[src/core/can_lp_pkg.sv]
package can_lp_pkg;

   // ****************************************
   // Register offsets (byte addresses)
   // ****************************************
   localparam logic [7:0] OFS_CTRL0 = 8'h00;
   localparam logic [7:0] OFS_CTRL1 = 8'h04;
   localparam logic [7:0] OFS_RFLG = 8'h08;
   localparam logic [7:0] OFS_RIER = 8'h0C;
   localparam logic [7:0] OFS_TFLG = 8'h10;
   localparam logic [7:0] OFS_TIER = 8'h14;
   localparam logic [7:0] OFS_TARQ = 8'h18;
   localparam logic [7:0] OFS_TAAK = 8'h1C;
   localparam logic [7:0] OFS_TBSEL = 8'h20;
   localparam logic [7:0] OFS_BTR0 = 8'h24;
   localparam logic [7:0] OFS_BTR1 = 8'h28;
   localparam logic [7:0] OFS_IDAC = 8'h2C;
   localparam logic [7:0] OFS_STAT = 8'h30;

   // ****************************************
   // Field positions
   // ****************************************
   // control_reg_zero
   localparam int B_INIT_REQUEST_BIT = 0;
   localparam int B_SLEEP_REQUEST_BIT = 1;
   localparam int B_WAKEUP_ENABLE_BIT = 2;
   localparam int B_STOP_IN_WAIT_BIT = 5;
   // control_reg_one
   localparam int B_INIT_ACK_BIT = 0;
   localparam int B_SLEEP_ACK_BIT = 1;
   localparam int B_WAKEUP_FILTER_SELECT = 2;
   // rx_flag_reg
   localparam int B_RXF = 0;
   localparam int B_OVERRUN_FLAG = 1;
   localparam int B_STATUS_CHANGE_FLAG = 6;
   localparam int B_WAKEUP_INT_FLAG = 7;
   localparam int B_TX_STATE_FIELD = 2;
   localparam int B_RX_STATE_FIELD = 4;

   // ****************************************
   // Reset values and timing
   // ****************************************
   localparam logic [7:0] RST_CTRL0 = 8'h01;
   localparam logic [7:0] RST_TFLG = 8'h07;
   localparam logic [7:0] RST_TBSEL = 8'h00;
   localparam logic [7:0] RST_ZERO = 8'h00;
   localparam int SYNC_DLY = 3;
   localparam int RECOV_DLY = 8;
   localparam int IDLE_BITS = 11;
   localparam int WUP_FILT = 4;

   typedef enum logic [1:0] {ST_OK, ST_WARN, ST_ERR, ST_BOFF} bus_state_e;

   // Protocol engine status toward the mode logic
   typedef struct packed {
      logic tx_busy;
      logic rx_busy;
      logic bus_idle;
      logic rx_bit_tick;
      logic rx_done;
      logic overrun;
      bus_state_e tx_state;
      bus_state_e rx_state;
   } eng_stat_s;

   // Mode logic commands toward the protocol engine
   typedef struct packed {
      logic eng_run;
      logic eng_abort;
      logic move_fg;
      logic boff_count_en;
      logic [2:0] abort_req;
   } eng_ctrl_s;

endpackage : can_lp_pkg

[src/core/can_lp_ctrl.sv]
`timescale 1ns/100ps
// Summary of operation
// - Sleep waits until all tx buffers empty
// - Sleep during reception waits for bus idle
// - Idle controller sleeps after sync delay
// - Sleep holds request and acknowledge both set
// - Sleep stops core, registers stay accessible
// - Bus-off recovery count paused in sleep
// - Transmit output recessive while sleeping
// - Sleep: rx readable, no move, no abort
// - Wake-up disabled in sleep masks receive input recessive
// - Leave sleep on bus activity or clear
// - Sleep request clear ignored until acknowledged
// - After wake wait eleven recessive bits
// - Deferred moves, aborts, transmits run on wake
// - Init mode aborts traffic, forces recessive
// - Init mode resets control and flag registers
// - Init request synchronised before acknowledge sets
// - Init request clear ignored until acknowledged
// - Power down on stop or wait-stop
// - Power down: no access, recovery delay after unless back to sleep
// - Four maskable interrupt sources, three tx enables
// - Receive full sets when foreground loaded
// - Error flag on overrun or state change
// - Flags clear by writing one, condition wins
module can_lp_ctrl #(
   parameter int NTX = 3
) (
   // Clock, reset, enable
   input wire logic pclk,
   input wire logic presetn,
   input wire logic ce,
   // APB slave
   input wire logic psel,
   input wire logic penable,
   input wire logic pwrite,
   input wire logic [7:0] paddr,
   input wire logic [31:0] pwdata,
   output logic [31:0] prdata,
   output logic pready,
   output logic pslverr,
   // CPU low power state
   input wire logic cpu_stop,
   input wire logic cpu_wait,
   // CAN pins and engine
   input wire logic can_rx_input,
   input wire logic can_tx_engine,
   input wire can_lp_pkg::eng_stat_s eng_stat,
   output can_lp_pkg::eng_ctrl_s eng_ctrl,
   output logic can_tx_output,
   output logic can_rx_internal,
   // Interrupt lines
   output logic irq_wakeup,
   output logic irq_error,
   output logic irq_rx,
   output logic irq_tx
);
   import can_lp_pkg::*;

   typedef enum {M_NORM, M_SLP_PEND, M_SLEEP, M_RESYNC, M_INIT_SYNC, M_INIT, M_PDOWN,
                 M_RECOV} mode_e;

   mode_e mode_r;
   logic init_rq_r, slp_rq_r, wakeup_enable_bit_r, stop_in_wait_bit_r, wakeup_filter_select_r;
   logic init_ak_r, slp_ak_r;
   logic rxf_r, ovr_r, csc_r, wup_r;
   logic [7:0] rier_r, tier_r, tarq_r, taak_r, tbsel_r, btr0_r, btr1_r, idac_r;
   logic [NTX-1:0] txe_r;
   logic [3:0] cnt_r;
   logic [3:0] rbits_r;
   logic slp_before_r;
   logic [1:0] tx_st_r, rx_st_r;
   logic [31:0] rdata_nxt;
   logic wr, rd_acc, acc_first, pdown, acts, rx_dom, wake_ev;

   // ****************************************
   // Bus decode helpers
   // ****************************************
   function automatic logic hit(input logic [7:0] ofs);
      return paddr == ofs;
   endfunction : hit

   // Register access blocked in power down
   assign acc_first = psel && penable && !pready && !pdown;
   assign acts = psel && penable && pready && !pdown;
   assign wr = acts && pwrite;
   assign rd_acc = acc_first && !pwrite;
   assign pdown = cpu_stop || (cpu_wait && stop_in_wait_bit_r);
   assign rx_dom = !can_rx_input;

   // ****************************************
   // Mode sequencer
   // ****************************************
   always_ff @(posedge pclk or negedge presetn) begin
      if (!presetn) begin
         mode_r <= M_INIT;
         cnt_r <= '0;
         slp_before_r <= 1'b0;
         rbits_r <= '0;
      end else if (ce) begin
         case (mode_r)
            M_NORM: begin
               if (pdown) begin
                  slp_before_r <= 1'b0;
                  mode_r <= M_PDOWN;
               end else if (init_rq_r) begin
                  cnt_r <= 4'(SYNC_DLY);
                  mode_r <= M_INIT_SYNC;
               end else if (slp_rq_r) begin
                  cnt_r <= 4'(SYNC_DLY);
                  mode_r <= M_SLP_PEND;
               end
            end
            M_SLP_PEND: begin
               if (pdown) begin
                  slp_before_r <= 1'b0;
                  mode_r <= M_PDOWN;
               end else if (init_rq_r) begin
                  cnt_r <= 4'(SYNC_DLY);
                  mode_r <= M_INIT_SYNC;
               end else if (cnt_r != 4'h0) begin
                  cnt_r <= cnt_r - 4'h1;
               end else if (&txe_r && !eng_stat.tx_busy && !eng_stat.rx_busy
                            && eng_stat.bus_idle) begin
                  mode_r <= M_SLEEP;
               end
            end
            M_SLEEP: begin
               if (pdown) begin
                  slp_before_r <= 1'b1;
                  mode_r <= M_PDOWN;
               end else if (init_rq_r) begin
                  cnt_r <= 4'(SYNC_DLY);
                  mode_r <= M_INIT_SYNC;
               end else if (wake_ev || !slp_rq_r) begin
                  rbits_r <= '0;
                  mode_r <= M_RESYNC;
               end
            end
            M_RESYNC: begin
               if (can_rx_input && eng_stat.rx_bit_tick) begin
                  if (rbits_r == 4'(IDLE_BITS - 1)) mode_r <= M_NORM;
                  else rbits_r <= rbits_r + 4'h1;
               end else if (rx_dom && eng_stat.rx_bit_tick) begin
                  rbits_r <= '0;
               end
            end
            M_INIT_SYNC: begin
               if (cnt_r != 4'h0) cnt_r <= cnt_r - 4'h1;
               else mode_r <= M_INIT;
            end
            M_INIT: begin
               if (!init_rq_r) mode_r <= slp_rq_r ? M_SLEEP : M_NORM;
            end
            M_PDOWN: begin
               if (!pdown) begin
                  cnt_r <= 4'(RECOV_DLY);
                  mode_r <= slp_before_r ? M_SLEEP : M_RECOV;
               end
            end
            M_RECOV: begin
               if (cnt_r != 4'h0) cnt_r <= cnt_r - 4'h1;
               else mode_r <= M_NORM;
            end
            default: mode_r <= M_INIT;
         endcase
      end
   end

   // ****************************************
   // Wake-up filter
   // ****************************************
   logic [1:0] wfilt_r;
   always_ff @(posedge pclk or negedge presetn) begin
      if (!presetn) wfilt_r <= '0;
      else if (ce) begin
         if (mode_r != M_SLEEP || !rx_dom) wfilt_r <= '0;
         else if (wfilt_r != 2'(WUP_FILT - 1)) wfilt_r <= wfilt_r + 2'h1;
      end
   end
   // Wake only with enable set; else input seen recessive
   assign wake_ev = wakeup_enable_bit_r && rx_dom && (!wakeup_filter_select_r || wfilt_r == 2'(WUP_FILT - 1));

   // ****************************************
   // Control registers and handshakes
   // ****************************************
   always_ff @(posedge pclk or negedge presetn) begin
      if (!presetn) begin
         init_rq_r <= RST_CTRL0[B_INIT_REQUEST_BIT];
         slp_rq_r <= 1'b0;
         wakeup_enable_bit_r <= 1'b0;
         stop_in_wait_bit_r <= 1'b0;
         wakeup_filter_select_r <= 1'b0;
         init_ak_r <= 1'b0;
         slp_ak_r <= 1'b0;
      end else if (ce) begin
         init_ak_r <= (mode_r == M_INIT);
         slp_ak_r <= (mode_r == M_SLEEP) && slp_rq_r;
         if (wr && hit(OFS_CTRL0)) begin
            stop_in_wait_bit_r <= pwdata[B_STOP_IN_WAIT_BIT];
            if (mode_r != M_INIT) wakeup_enable_bit_r <= pwdata[B_WAKEUP_ENABLE_BIT];
            if (pwdata[B_INIT_REQUEST_BIT] || (init_rq_r && init_ak_r))
               init_rq_r <= pwdata[B_INIT_REQUEST_BIT];
            if (pwdata[B_SLEEP_REQUEST_BIT] || (slp_rq_r && slp_ak_r))
               slp_rq_r <= pwdata[B_SLEEP_REQUEST_BIT];
         end else if (mode_r == M_INIT) begin
            slp_rq_r <= 1'b0;
            wakeup_enable_bit_r <= 1'b0;
         end else if (mode_r == M_SLEEP && wake_ev) begin
            slp_rq_r <= 1'b0;
         end
         if (wr && hit(OFS_CTRL1) && mode_r == M_INIT) wakeup_filter_select_r <= pwdata[B_WAKEUP_FILTER_SELECT];
      end
   end

   // ****************************************
   // Flags, enables, buffer control
   // ****************************************
   logic in_init, in_sleep, csc_ev;
   assign in_init = mode_r == M_INIT;
   assign in_sleep = mode_r == M_SLEEP;
   assign csc_ev = (eng_stat.tx_state != bus_state_e'(tx_st_r))
                || (eng_stat.rx_state != bus_state_e'(rx_st_r));

   always_ff @(posedge pclk or negedge presetn) begin
      if (!presetn) begin
         {rxf_r, ovr_r, csc_r, wup_r} <= '0;
         {rier_r, tier_r, tarq_r, taak_r} <= '0;
         tbsel_r <= RST_TBSEL;
         txe_r <= '1;
         tx_st_r <= '0;
         rx_st_r <= '0;
         {btr0_r, btr1_r, idac_r} <= '0;
      end else if (ce) begin
         tx_st_r <= 2'(eng_stat.tx_state);
         rx_st_r <= 2'(eng_stat.rx_state);
         if (in_init) begin
            {rxf_r, ovr_r, csc_r, wup_r} <= '0;
            {rier_r, tier_r, tarq_r, taak_r} <= '0;
            tbsel_r <= RST_TBSEL;
            txe_r <= '1;
            if (wr && hit(OFS_BTR0)) btr0_r <= pwdata[7:0];
            if (wr && hit(OFS_BTR1)) btr1_r <= pwdata[7:0];
            if (wr && hit(OFS_IDAC)) idac_r <= pwdata[7:0];
         end else begin
            // Set beats a same-cycle write-one clear
            if (eng_stat.rx_done && !in_sleep) rxf_r <= 1'b1;
            else if (wr && hit(OFS_RFLG) && pwdata[B_RXF]) rxf_r <= 1'b0;
            if (eng_stat.overrun) ovr_r <= 1'b1;
            else if (wr && hit(OFS_RFLG) && pwdata[B_OVERRUN_FLAG]) ovr_r <= 1'b0;
            if (csc_ev) csc_r <= 1'b1;
            else if (wr && hit(OFS_RFLG) && pwdata[B_STATUS_CHANGE_FLAG]) csc_r <= 1'b0;
            if (in_sleep && wake_ev) wup_r <= 1'b1;
            else if (wr && hit(OFS_RFLG) && pwdata[B_WAKEUP_INT_FLAG]) wup_r <= 1'b0;
            if (wr && hit(OFS_RIER)) rier_r <= pwdata[7:0];
            if (wr && hit(OFS_TIER)) tier_r <= pwdata[7:0];
            if (wr && hit(OFS_TBSEL)) tbsel_r <= pwdata[7:0];
            if (wr && hit(OFS_TARQ)) tarq_r <= pwdata[7:0];
            // Scheduling allowed in sleep: clear to one, abort request sets it back outside sleep
            for (int i = 0; i < NTX; i++) begin
               if (!in_sleep && (taak_r[i] || tarq_r[i])) txe_r[i] <= 1'b1;
               else if (wr && hit(OFS_TFLG) && pwdata[i]) txe_r[i] <= 1'b0;
               if (!in_sleep && tarq_r[i] && !txe_r[i]) taak_r[i] <= 1'b1;
               else if (txe_r[i]) taak_r[i] <= 1'b0;
               if (txe_r[i]) tarq_r[i] <= 1'b0;
            end
         end
      end
   end

   // ****************************************
   // Outputs to pins, engine, interrupts
   // ****************************************
   always_ff @(posedge pclk or negedge presetn) begin
      if (!presetn) begin
         can_tx_output <= 1'b1;
         can_rx_internal <= 1'b1;
         eng_ctrl <= '0;
         {irq_wakeup, irq_error, irq_rx, irq_tx} <= '0;
      end else if (ce) begin
         // Recessive in sleep, init and power down
         can_tx_output <= ((mode_r == M_NORM || mode_r == M_SLP_PEND) && !pdown) ?
                          can_tx_engine : 1'b1;
         can_rx_internal <= (in_sleep && !wakeup_enable_bit_r) ? 1'b1 : can_rx_input;
         // Core clocks gated off outside running modes
         eng_ctrl.eng_run <= mode_r == M_NORM || mode_r == M_SLP_PEND || mode_r == M_RESYNC;
         eng_ctrl.eng_abort <= in_init || mode_r == M_INIT_SYNC || pdown;
         eng_ctrl.move_fg <= !in_sleep && !in_init && !rxf_r;
         eng_ctrl.boff_count_en <= !in_sleep && !pdown;
         eng_ctrl.abort_req <= in_sleep ? '0 : tarq_r[2:0];
         irq_wakeup <= wup_r && rier_r[B_WAKEUP_INT_FLAG];
         irq_error <= (csc_r && rier_r[B_STATUS_CHANGE_FLAG]) || (ovr_r && rier_r[B_OVERRUN_FLAG]);
         irq_rx <= rxf_r && rier_r[B_RXF];
         irq_tx <= |(txe_r & tier_r[NTX-1:0]);
      end
   end

   // ****************************************
   // APB read path
   // ****************************************
   always_comb begin
      rdata_nxt = '0;
      case (paddr)
         OFS_CTRL0: rdata_nxt[7:0] = {2'b00, stop_in_wait_bit_r, 2'b00, wakeup_enable_bit_r, slp_rq_r, init_rq_r};
         OFS_CTRL1: rdata_nxt[7:0] = {5'h00, wakeup_filter_select_r, slp_ak_r, init_ak_r};
         OFS_RFLG: rdata_nxt[7:0] = {wup_r, csc_r, rx_st_r, tx_st_r, ovr_r, rxf_r};
         OFS_RIER: rdata_nxt[7:0] = rier_r;
         OFS_TFLG: rdata_nxt[NTX-1:0] = txe_r;
         OFS_TIER: rdata_nxt[7:0] = tier_r;
         OFS_TARQ: rdata_nxt[7:0] = tarq_r;
         OFS_TAAK: rdata_nxt[7:0] = taak_r;
         OFS_TBSEL: rdata_nxt[7:0] = tbsel_r;
         OFS_BTR0: rdata_nxt[7:0] = btr0_r;
         OFS_BTR1: rdata_nxt[7:0] = btr1_r;
         OFS_IDAC: rdata_nxt[7:0] = idac_r;
         OFS_STAT: rdata_nxt[3:0] = 4'(mode_r);
         default: rdata_nxt = '0;
      endcase
   end

   always_ff @(posedge pclk or negedge presetn) begin
      if (!presetn) begin
         prdata <= '0;
         pready <= 1'b0;
         pslverr <= 1'b0;
      end else if (ce) begin
         // One wait state; answer withheld during power down
         pready <= acc_first;
         pslverr <= acc_first && paddr > OFS_STAT;
         if (rd_acc) prdata <= rdata_nxt;
      end
   end

   // ****************************************
   // Checks
   // ****************************************
   AST_SLEEP_TX_REC: assert property (@(posedge pclk) disable iff (!presetn)
      ce && $past(ce) && $past(mode_r == M_SLEEP) |-> can_tx_output)
      else $error("tx not recessive in sleep");
   AST_SLP_HANDSHAKE: assert property (@(posedge pclk) disable iff (!presetn)
      $past(ce) && slp_ak_r |-> $past(slp_rq_r && mode_r == M_SLEEP))
      else $error("sleep ack without request");
   AST_SLP_CLR_IGN: assert property (@(posedge pclk) disable iff (!presetn)
      ce && wr && hit(OFS_CTRL0) && slp_rq_r && !slp_ak_r |=> slp_rq_r)
      else $error("sleep request cleared early");
   AST_INIT_CLR_IGN: assert property (@(posedge pclk) disable iff (!presetn)
      ce && wr && hit(OFS_CTRL0) && init_rq_r && !init_ak_r |=> init_rq_r)
      else $error("init request cleared early");
   AST_INIT_DELAY: assert property (@(posedge pclk) disable iff (!presetn)
      $rose(init_ak_r) |-> $past(init_rq_r, 2))
      else $error("init ack too early");
   AST_SLEEP_TXE: assert property (@(posedge pclk) disable iff (!presetn)
      mode_r == M_SLP_PEND ##1 mode_r == M_SLEEP |-> $past(&txe_r))
      else $error("sleep with tx scheduled");
   AST_NO_FG_SLEEP: assert property (@(posedge pclk) disable iff (!presetn)
      ce && in_sleep && !rxf_r && !(wr && hit(OFS_RFLG)) |=> !rxf_r)
      else $error("rx moved in sleep");
   AST_PDOWN_TX: assert property (@(posedge pclk) disable iff (!presetn)
      ce && pdown ##1 ce |-> can_tx_output)
      else $error("tx active in power down");
   COV_SLEEP: cover property (@(posedge pclk) mode_r == M_SLP_PEND ##[1:100] mode_r == M_SLEEP);
   COV_WAKE: cover property (@(posedge pclk) in_sleep && wake_ev);
   COV_INIT: cover property (@(posedge pclk) $rose(init_ak_r));
   COV_PDOWN: cover property (@(posedge pclk) mode_r == M_RECOV);

endmodule : can_lp_ctrl

[config.mk]
export PLATFORM = sky130hd
export DESIGN_NAME = can_lp_ctrl
export DESIGN_NICKNAME = d
export VERILOG_FILES = /design/src/core/can_lp_pkg.sv /design/src/core/can_lp_ctrl.sv
export SDC_FILE = /design/constraint.sdc
export NUM_CORES = 1
export LEC_CHECK = 0
export BUFFER_PORTS_ARGS = -buffer_cell sky130_fd_sc_hd__buf_2
export CORE_ASPECT_RATIO = 1.2
export CORE_MARGIN = 2
export CORE_UTILIZATION = 32
export DETAILED_ROUTE_END_ITERATION = 8
export GPL_ROUTABILITY_DRIVEN = 0
export PLACE_DENSITY_LB_ADDON = 0.08
export SYNTH_ARGS = -nofsm -noshare
export SYNTH_HDL_FRONTEND = slang
export SYNTH_SLANG_ARGS = --single-unit
[constraint.sdc]
create_clock -name pclk -period 2.6 [get_ports pclk]
set_input_delay 0.65 -clock pclk [delete_from_list [all_inputs] [get_ports pclk]]
set_output_delay 0.65 -clock pclk [all_outputs]
set_load 0.01 [all_outputs]
Word-level counts from Yosys, hierarchy flattened

Cells that the tools add are included.

$add $sub $neg: 3
Magnitude comparators: 1
Eq/ne operators: 54
Multiplexer cells: 91
Bitwise logic cells: 1
Reductions and logical operators: 150

Operators by type and width:

| cell                                                                      | count |
|---|---|
| 32-bit two-way mux                                                        | 16 |
| 32-bit one-hot mux with 8 select lines                                    | 1 |
| 32-bit by 3-bit == test with 1-bit output (second input constant)         | 6 |
| 32-bit by 2-bit == test with 1-bit output (second input constant)         | 3 |
| 32-bit by 4-bit == test with 1-bit output (second input constant)         | 2 |
| 32-bit logical NOT                                                        | 2 |
| 8-bit two-way mux                                                         | 8 |
| 4-bit two-way mux                                                         | 15 |
| 1-bit logical AND                                                         | 58 |
| 2-bit AND reduction                                                       | 21 |
| 3-bit nonzero test                                                        | 14 |
| 8-bit by 6-bit == test with 1-bit output (second input constant)          | 5 |
| 3-bit one-hot mux with 13 select lines                                    | 1 |
| 1-bit two-way mux                                                         | 38 |
| 4-bit one-hot mux with 9 select lines                                     | 1 |
| 32-bit by 1-bit == test with 1-bit output (second input constant)         | 1 |
| 8-bit by 5-bit == test with 1-bit output (second input constant)          | 4 |
| 32-bit by 3-bit inequality test with 1-bit output (second input constant) | 1 |
| 32-bit by 4-bit inequality test with 1-bit output (second input constant) | 1 |
| 2-bit inequality test (second input constant)                             | 14 |
| 3-bit AND reduction                                                       | 7 |
| 4-bit one-hot mux with 5 select lines                                     | 1 |
| 8-bit by 4-bit == test with 1-bit output (second input constant)          | 2 |
| 4-bit inequality test (second input constant)                             | 4 |
| other kinds (28)                                                          | 74 |

Flip-flop bits (word level): 143
Bits of input ports: 60
Output and inout port bits: 47
Logic and storage cells: 348

Depth between registers and ports, before layout

Depth in word-level cells: 10
Depth in mapped cells: 11
Gate-level depth less buffers: 8

Least setup slack after synthesis

OpenSTA, ideal clock, no wires.

Path type: input -> register
From: input port paddr[5]
To: register slp_rq_r
Setup time: 128 ps
Data arrival time: 2492 ps
Required time: 2472 ps
Setup slack: -20 ps
Cell stages on the path: 9
Buffers on the path: 2
Cell sequence: buf_6 -> or4_4 -> or4_4 -> buf_6 -> ha_1 -> inv_1 -> o21ai_0 -> o21ai_0 -> o31ai_1

Longest elaborated chain between the ends: 4
Elaborated cells on any way between the ends: 6
Classes of those cells: eq/ne (1); mux (1); reduce/logical (4)

RTL lines:

| element                                                                                                 | line               | RTL |
|---|---|---|
| start: declaration                                                                                      | can_lp_ctrl.sv:37  | `input wire logic [7:0] paddr,` |
| 8-bit logical NOT (*)                                                                                   | can_lp_ctrl.sv:80  | `return paddr == ofs;` |
| 1-bit logical AND (*)                                                                                   | can_lp_ctrl.sv:199 | `if (wr && hit(OFS_CTRL0)) begin` |
| 2-bit by 1-bit inequality test with 1-bit output (no source line) or 3-bit nonzero test (tied branches) | n/a                |  |
| 3-bit AND reduction (no source line)                                                                    | n/a                |  |
| end signal: assignment                                                                                  | can_lp_ctrl.sv:205 | `slp_rq_r <= pwdata[B_SLEEP_REQUEST_BIT];` |
| end: declaration                                                                                        | can_lp_ctrl.sv:64  | `logic init_rq_r, slp_rq_r, wakeup_enable_bit_r, stop_in_wait_bit_r, wakeup_filter_select_r;` |

Every way passes the cells marked *; elsewhere a longest branch is shown, timed or not.
A chain may end at the register's enable or synchronous reset.

Final worst setup path

From: register mode_r[0]
To: register btr1_r[5]

Longest elaborated chain between the ends: 2

RTL lines:

| element                                   | line               | RTL |
|---|---|---|
| start: declaration                        | can_lp_ctrl.sv:63  | `mode_e mode_r;` |
| start signal: assignment                  | can_lp_ctrl.sv:153 | `if (!init_rq_r) mode_r <= slp_rq_r ? M_SLEEP : M_NORM;` |
| start signal: assignment                  | can_lp_ctrl.sv:158 | `mode_r <= slp_before_r ? M_SLEEP : M_RECOV;` |
| 32-bit by 4-bit == test with 1-bit output | can_lp_ctrl.sv:220 | `assign in_init = mode_r == M_INIT;` |
| 3-bit AND reduction (no source line)      | n/a                |  |
| end signal: assignment                    | can_lp_ctrl.sv:243 | `if (wr && hit(OFS_BTR1)) btr1_r <= pwdata[7:0];` |
| end: declaration                          | can_lp_ctrl.sv:67  | `logic [7:0] rier_r, tier_r, tarq_r, taak_r, tbsel_r, btr0_r, btr1_r, idac_r;` |

No other way between the ends.

==> results.cfg <==
[floorplanning]
die_w_microns = 131
row_count = 55
start_util_pct = 32.7
die_h_microns = 156
core-area_sq_um = 18900
ios = 107
floorplan.die_area_sq_um = 20400

[route]
routedWlPerCell_microns = 20.5
routed_wl_mm = 19.8
vias = 5181
antenna_left = 0
drc = 0
drt_iter0_markers = 222
dr.pass1.iters = 6
via_per_inst = 5.36

[synth]
synthCells = 596
synth_edf_count = 0
synth_largest_area_cell = dfrtp_1
ys_seq_area_share_pct = 46.4
ys_async_sr_fraction_pct = 100
synth.avg_cell_area_sq_um = 10.4
ys_types = 77
synth_top_area_share_pct = 43.0
synth-seq-cells = 114
synth_flop_cell = dfrtp_1
syn_area_sq_um = 6170
ys_warn_count = 0
synthTopCellsByArea = dfrtp_1 (43%), mux2_2 (6.6%), a22o_1 (5.1%)

[pwr]
power_density_nw_per_um2 = 747
ir_drop_mv = 0.460
p_leak_uw = 0.00353
power.total_uw = 5670

[layout]
nets = 764
syn_to_final_growth_pct = 23.0
diodes = 0
fillCellCount = 1945
drive_above_1_share_pct = 29.8
final_area_sq_um = 7590
finalNonFillerCells = 967

[setup_path]
cp-start-kind = flop
worstSetupEndpointType = flop
cp_max_fo = 19
rrSetupSlack_ns = 0.21
path_class = flop to flop
required_ns = 2.89
crit_arrival_ns = 2.69

[clocking]
clk_pin_slew_ns = 0.05
cts_hold_buf = 0
clockBufferDepth = 2
postCtsSetupBuffers = 0
cts-resized-gates = 0
tritoncts = done
cts_buffers = 17
htree_levels = 4
cts-root-buf = clkbuf_16
cts.sinks = 114
clkLatencyLatePin_ns = 0.41

[sta]
hold_viol = 0
fmax_mhz = 418
slew_viol_final = 0
finalCriticalPeriod_ns = 2.39
worst_slew_pin_slew_ns = 0.670
setup_tns_ns = 0
fin_crit_sh_pct = 92.0
slew-limit-headroom_pct = 55.4
setup_violations = 0
rsz0062_at_grt = false
clock_skew_ns = 0.00679

[status]
outcome = complete, no violations

[grt]
grt_pass1_wl_mm = 30.9
antenna_found_initial = 0
grt_max_degree = 43
overflow = 0
grt_usage_pct = 20.3
grt_pass1_vias = 5272

[flow_run]
cap_viol_max_count = 0

[worst_hold_path]
min-delay-path-class = input port to async pin

[placed_design]
dp_cells = 936
dp_hpwl_mm = 15.0
placed_area_sq_um = 7010
port_buffers = 58
==> flip-flops by register name, indices dropped and copies added, names as in the netlist, 2 cells and up <==
| signal | count |
|---|---|
| mode_r | 3 |
| rier_r | 8 |
| cnt_r | 4 |
| tarq_r | 8 |
| tbsel_r | 8 |
| txe_r | 3 |
| btr1_r | 8 |
| rx_st_r | 2 |
| rbits_r | 4 |
| btr0_r | 8 |
| idac_r | 8 |
| tx_st_r | 2 |
| tier_r | 8 |
| prdata | 8 |
| eng_ctrl | 7 |
| taak_r | 3 |
| wfilt_r | 2 |
==> synth_stat cells, types with 4 or more instances <==
| library cell | n |
|---|---|
| nor4_1 | 8 |
| nor2_1 | 33 |
| dfrtp_1 | 106 |
| buf_4 | 25 |
| o2bb2ai_1 | 5 |
| a21o_1 | 7 |
| ha_1 | 5 |
| a22o_1 | 36 |
| nand3_1 | 10 |
| and3_1 | 8 |
| a22oi_1 | 9 |
| nand4_1 | 6 |
| xor2_1 | 4 |
| o31ai_1 | 7 |
| buf_2 | 5 |
| nor3_2 | 4 |
| o32ai_1 | 7 |
| o21ai_0 | 32 |
| mux2i_1 | 14 |
| inv_1 | 19 |
| nor3_1 | 19 |
| a32o_1 | 4 |
| nand2_1 | 33 |
| a31oi_1 | 8 |
| mux2_2 | 36 |
| a221oi_1 | 5 |
| nand3b_1 | 5 |
| o21a_1 | 4 |
| dfstp_2 | 8 |
| a21oi_1 | 22 |
| nor4b_1 | 4 |
| clkbuf_1 | 24 |
==> final cells by class <==
type	instances	area [sq um]	area share [%]
Sequential cell	114	2860	37.7
Clock buffer	20	447	5.88
Inverter	20	75.1	0.988
Tap cell	256	320	4.22
Multi-Input combinational cell	427	2990	39.4
Clock inverter	11	138	1.81
Timing Repair Buffer	119	763	10.0
==> cells in the final DEF (no fill, tap or decap), types with 5 or more instances in the layout <==
cell type and n:
a22oi_1 9, clkbuf_16 17, dfrtp_1 106, a22o_1 36, a21o_1 7, o31ai_1 7
conb_1 24, a31oi_1 8, buf_4 61, ha_1 5, inv_1 19, dfstp_2 8
mux2i_1 14, o21ai_0 31, o32ai_1 7, buf_2 57, nand3b_1 5, nor4_1 8
a221oi_1 5, o2bb2ai_1 5, clkinv_2 5, nand3_1 10, nor3_1 19, nor2_1 33
a21oi_1 22, mux2_2 36, and3_1 8, nand2_1 33, nand4_1 6
==> report_power, final <==
| part | switching (uW) | internal [uW] | total [uW] |
|---|---|---|---|
| Combinational | 730 | 485 | 1220 |
| Clock | 827 | 1520 | 2340 |
| Sequential | 180 | 1930 | 2110 |
| Total | 1740 | 3930 | 5670 |
==> through the flow <==
stage                     util (%)  setup WS, ns  hold WS, ns
final                         40.3         0.208        0.177
after global routing          40.3        0.0769        0.196
after floorplan                  -        0.0101        0.354
after CTS                     40.3         0.220        0.185
after detailed placement      37.2       -0.0943        0.466
after global placement        37.2       -0.0775        0.463
==> kinds of logic after synthesis <==
group / count (synthesis) / synth area share, %
AND/OR/NAND/NOR: 167 / 15.1
multiplexers: 53 / 9.75
adder cells (fa/ha/maj): 6 / 1.18
other: 1 / 0.0607
buffers and inverters: 78 / 6.61
AO/OA/AOI/OAI: 173 / 20.3
flip-flops: 114 / 46.4
XOR/XNOR: 4 / 0.567
==> final timing paths <==
check	start	end	cells past startpoint
min in group pclk	prdata[3]	prdata[3]	2
hold / removal	presetn	cnt_r[2]	1
hold reg to reg	prdata[3]	prdata[3]	2
setup / recovery	mode_r[0]	btr1_r[5]	6
setup reg to reg	mode_r[0]	btr1_r[5]	6
max in group asynchronous	presetn	rier_r[1]	2
==> critical path, cell delays in order (launching register included) <==
cell and delay [ns]:
dfstp_2 0.71, and2b_1 0.23, and2_1 0.16, inv_1 0.11
nor3_2 0.41, nand2_2 0.29, mux2_2 0.35
==> per-layer routing <==
layer	vias up	part of all wire [%]	global-route usage, %
li1	2422	-	-
met1	2610	45	27.1
met2	126	50	33.6
met3	23	3.5	3.88
met4	0	1.9	5.93
met5	-	0	0
No activity file was read; power rests on OpenSTA's default activity.
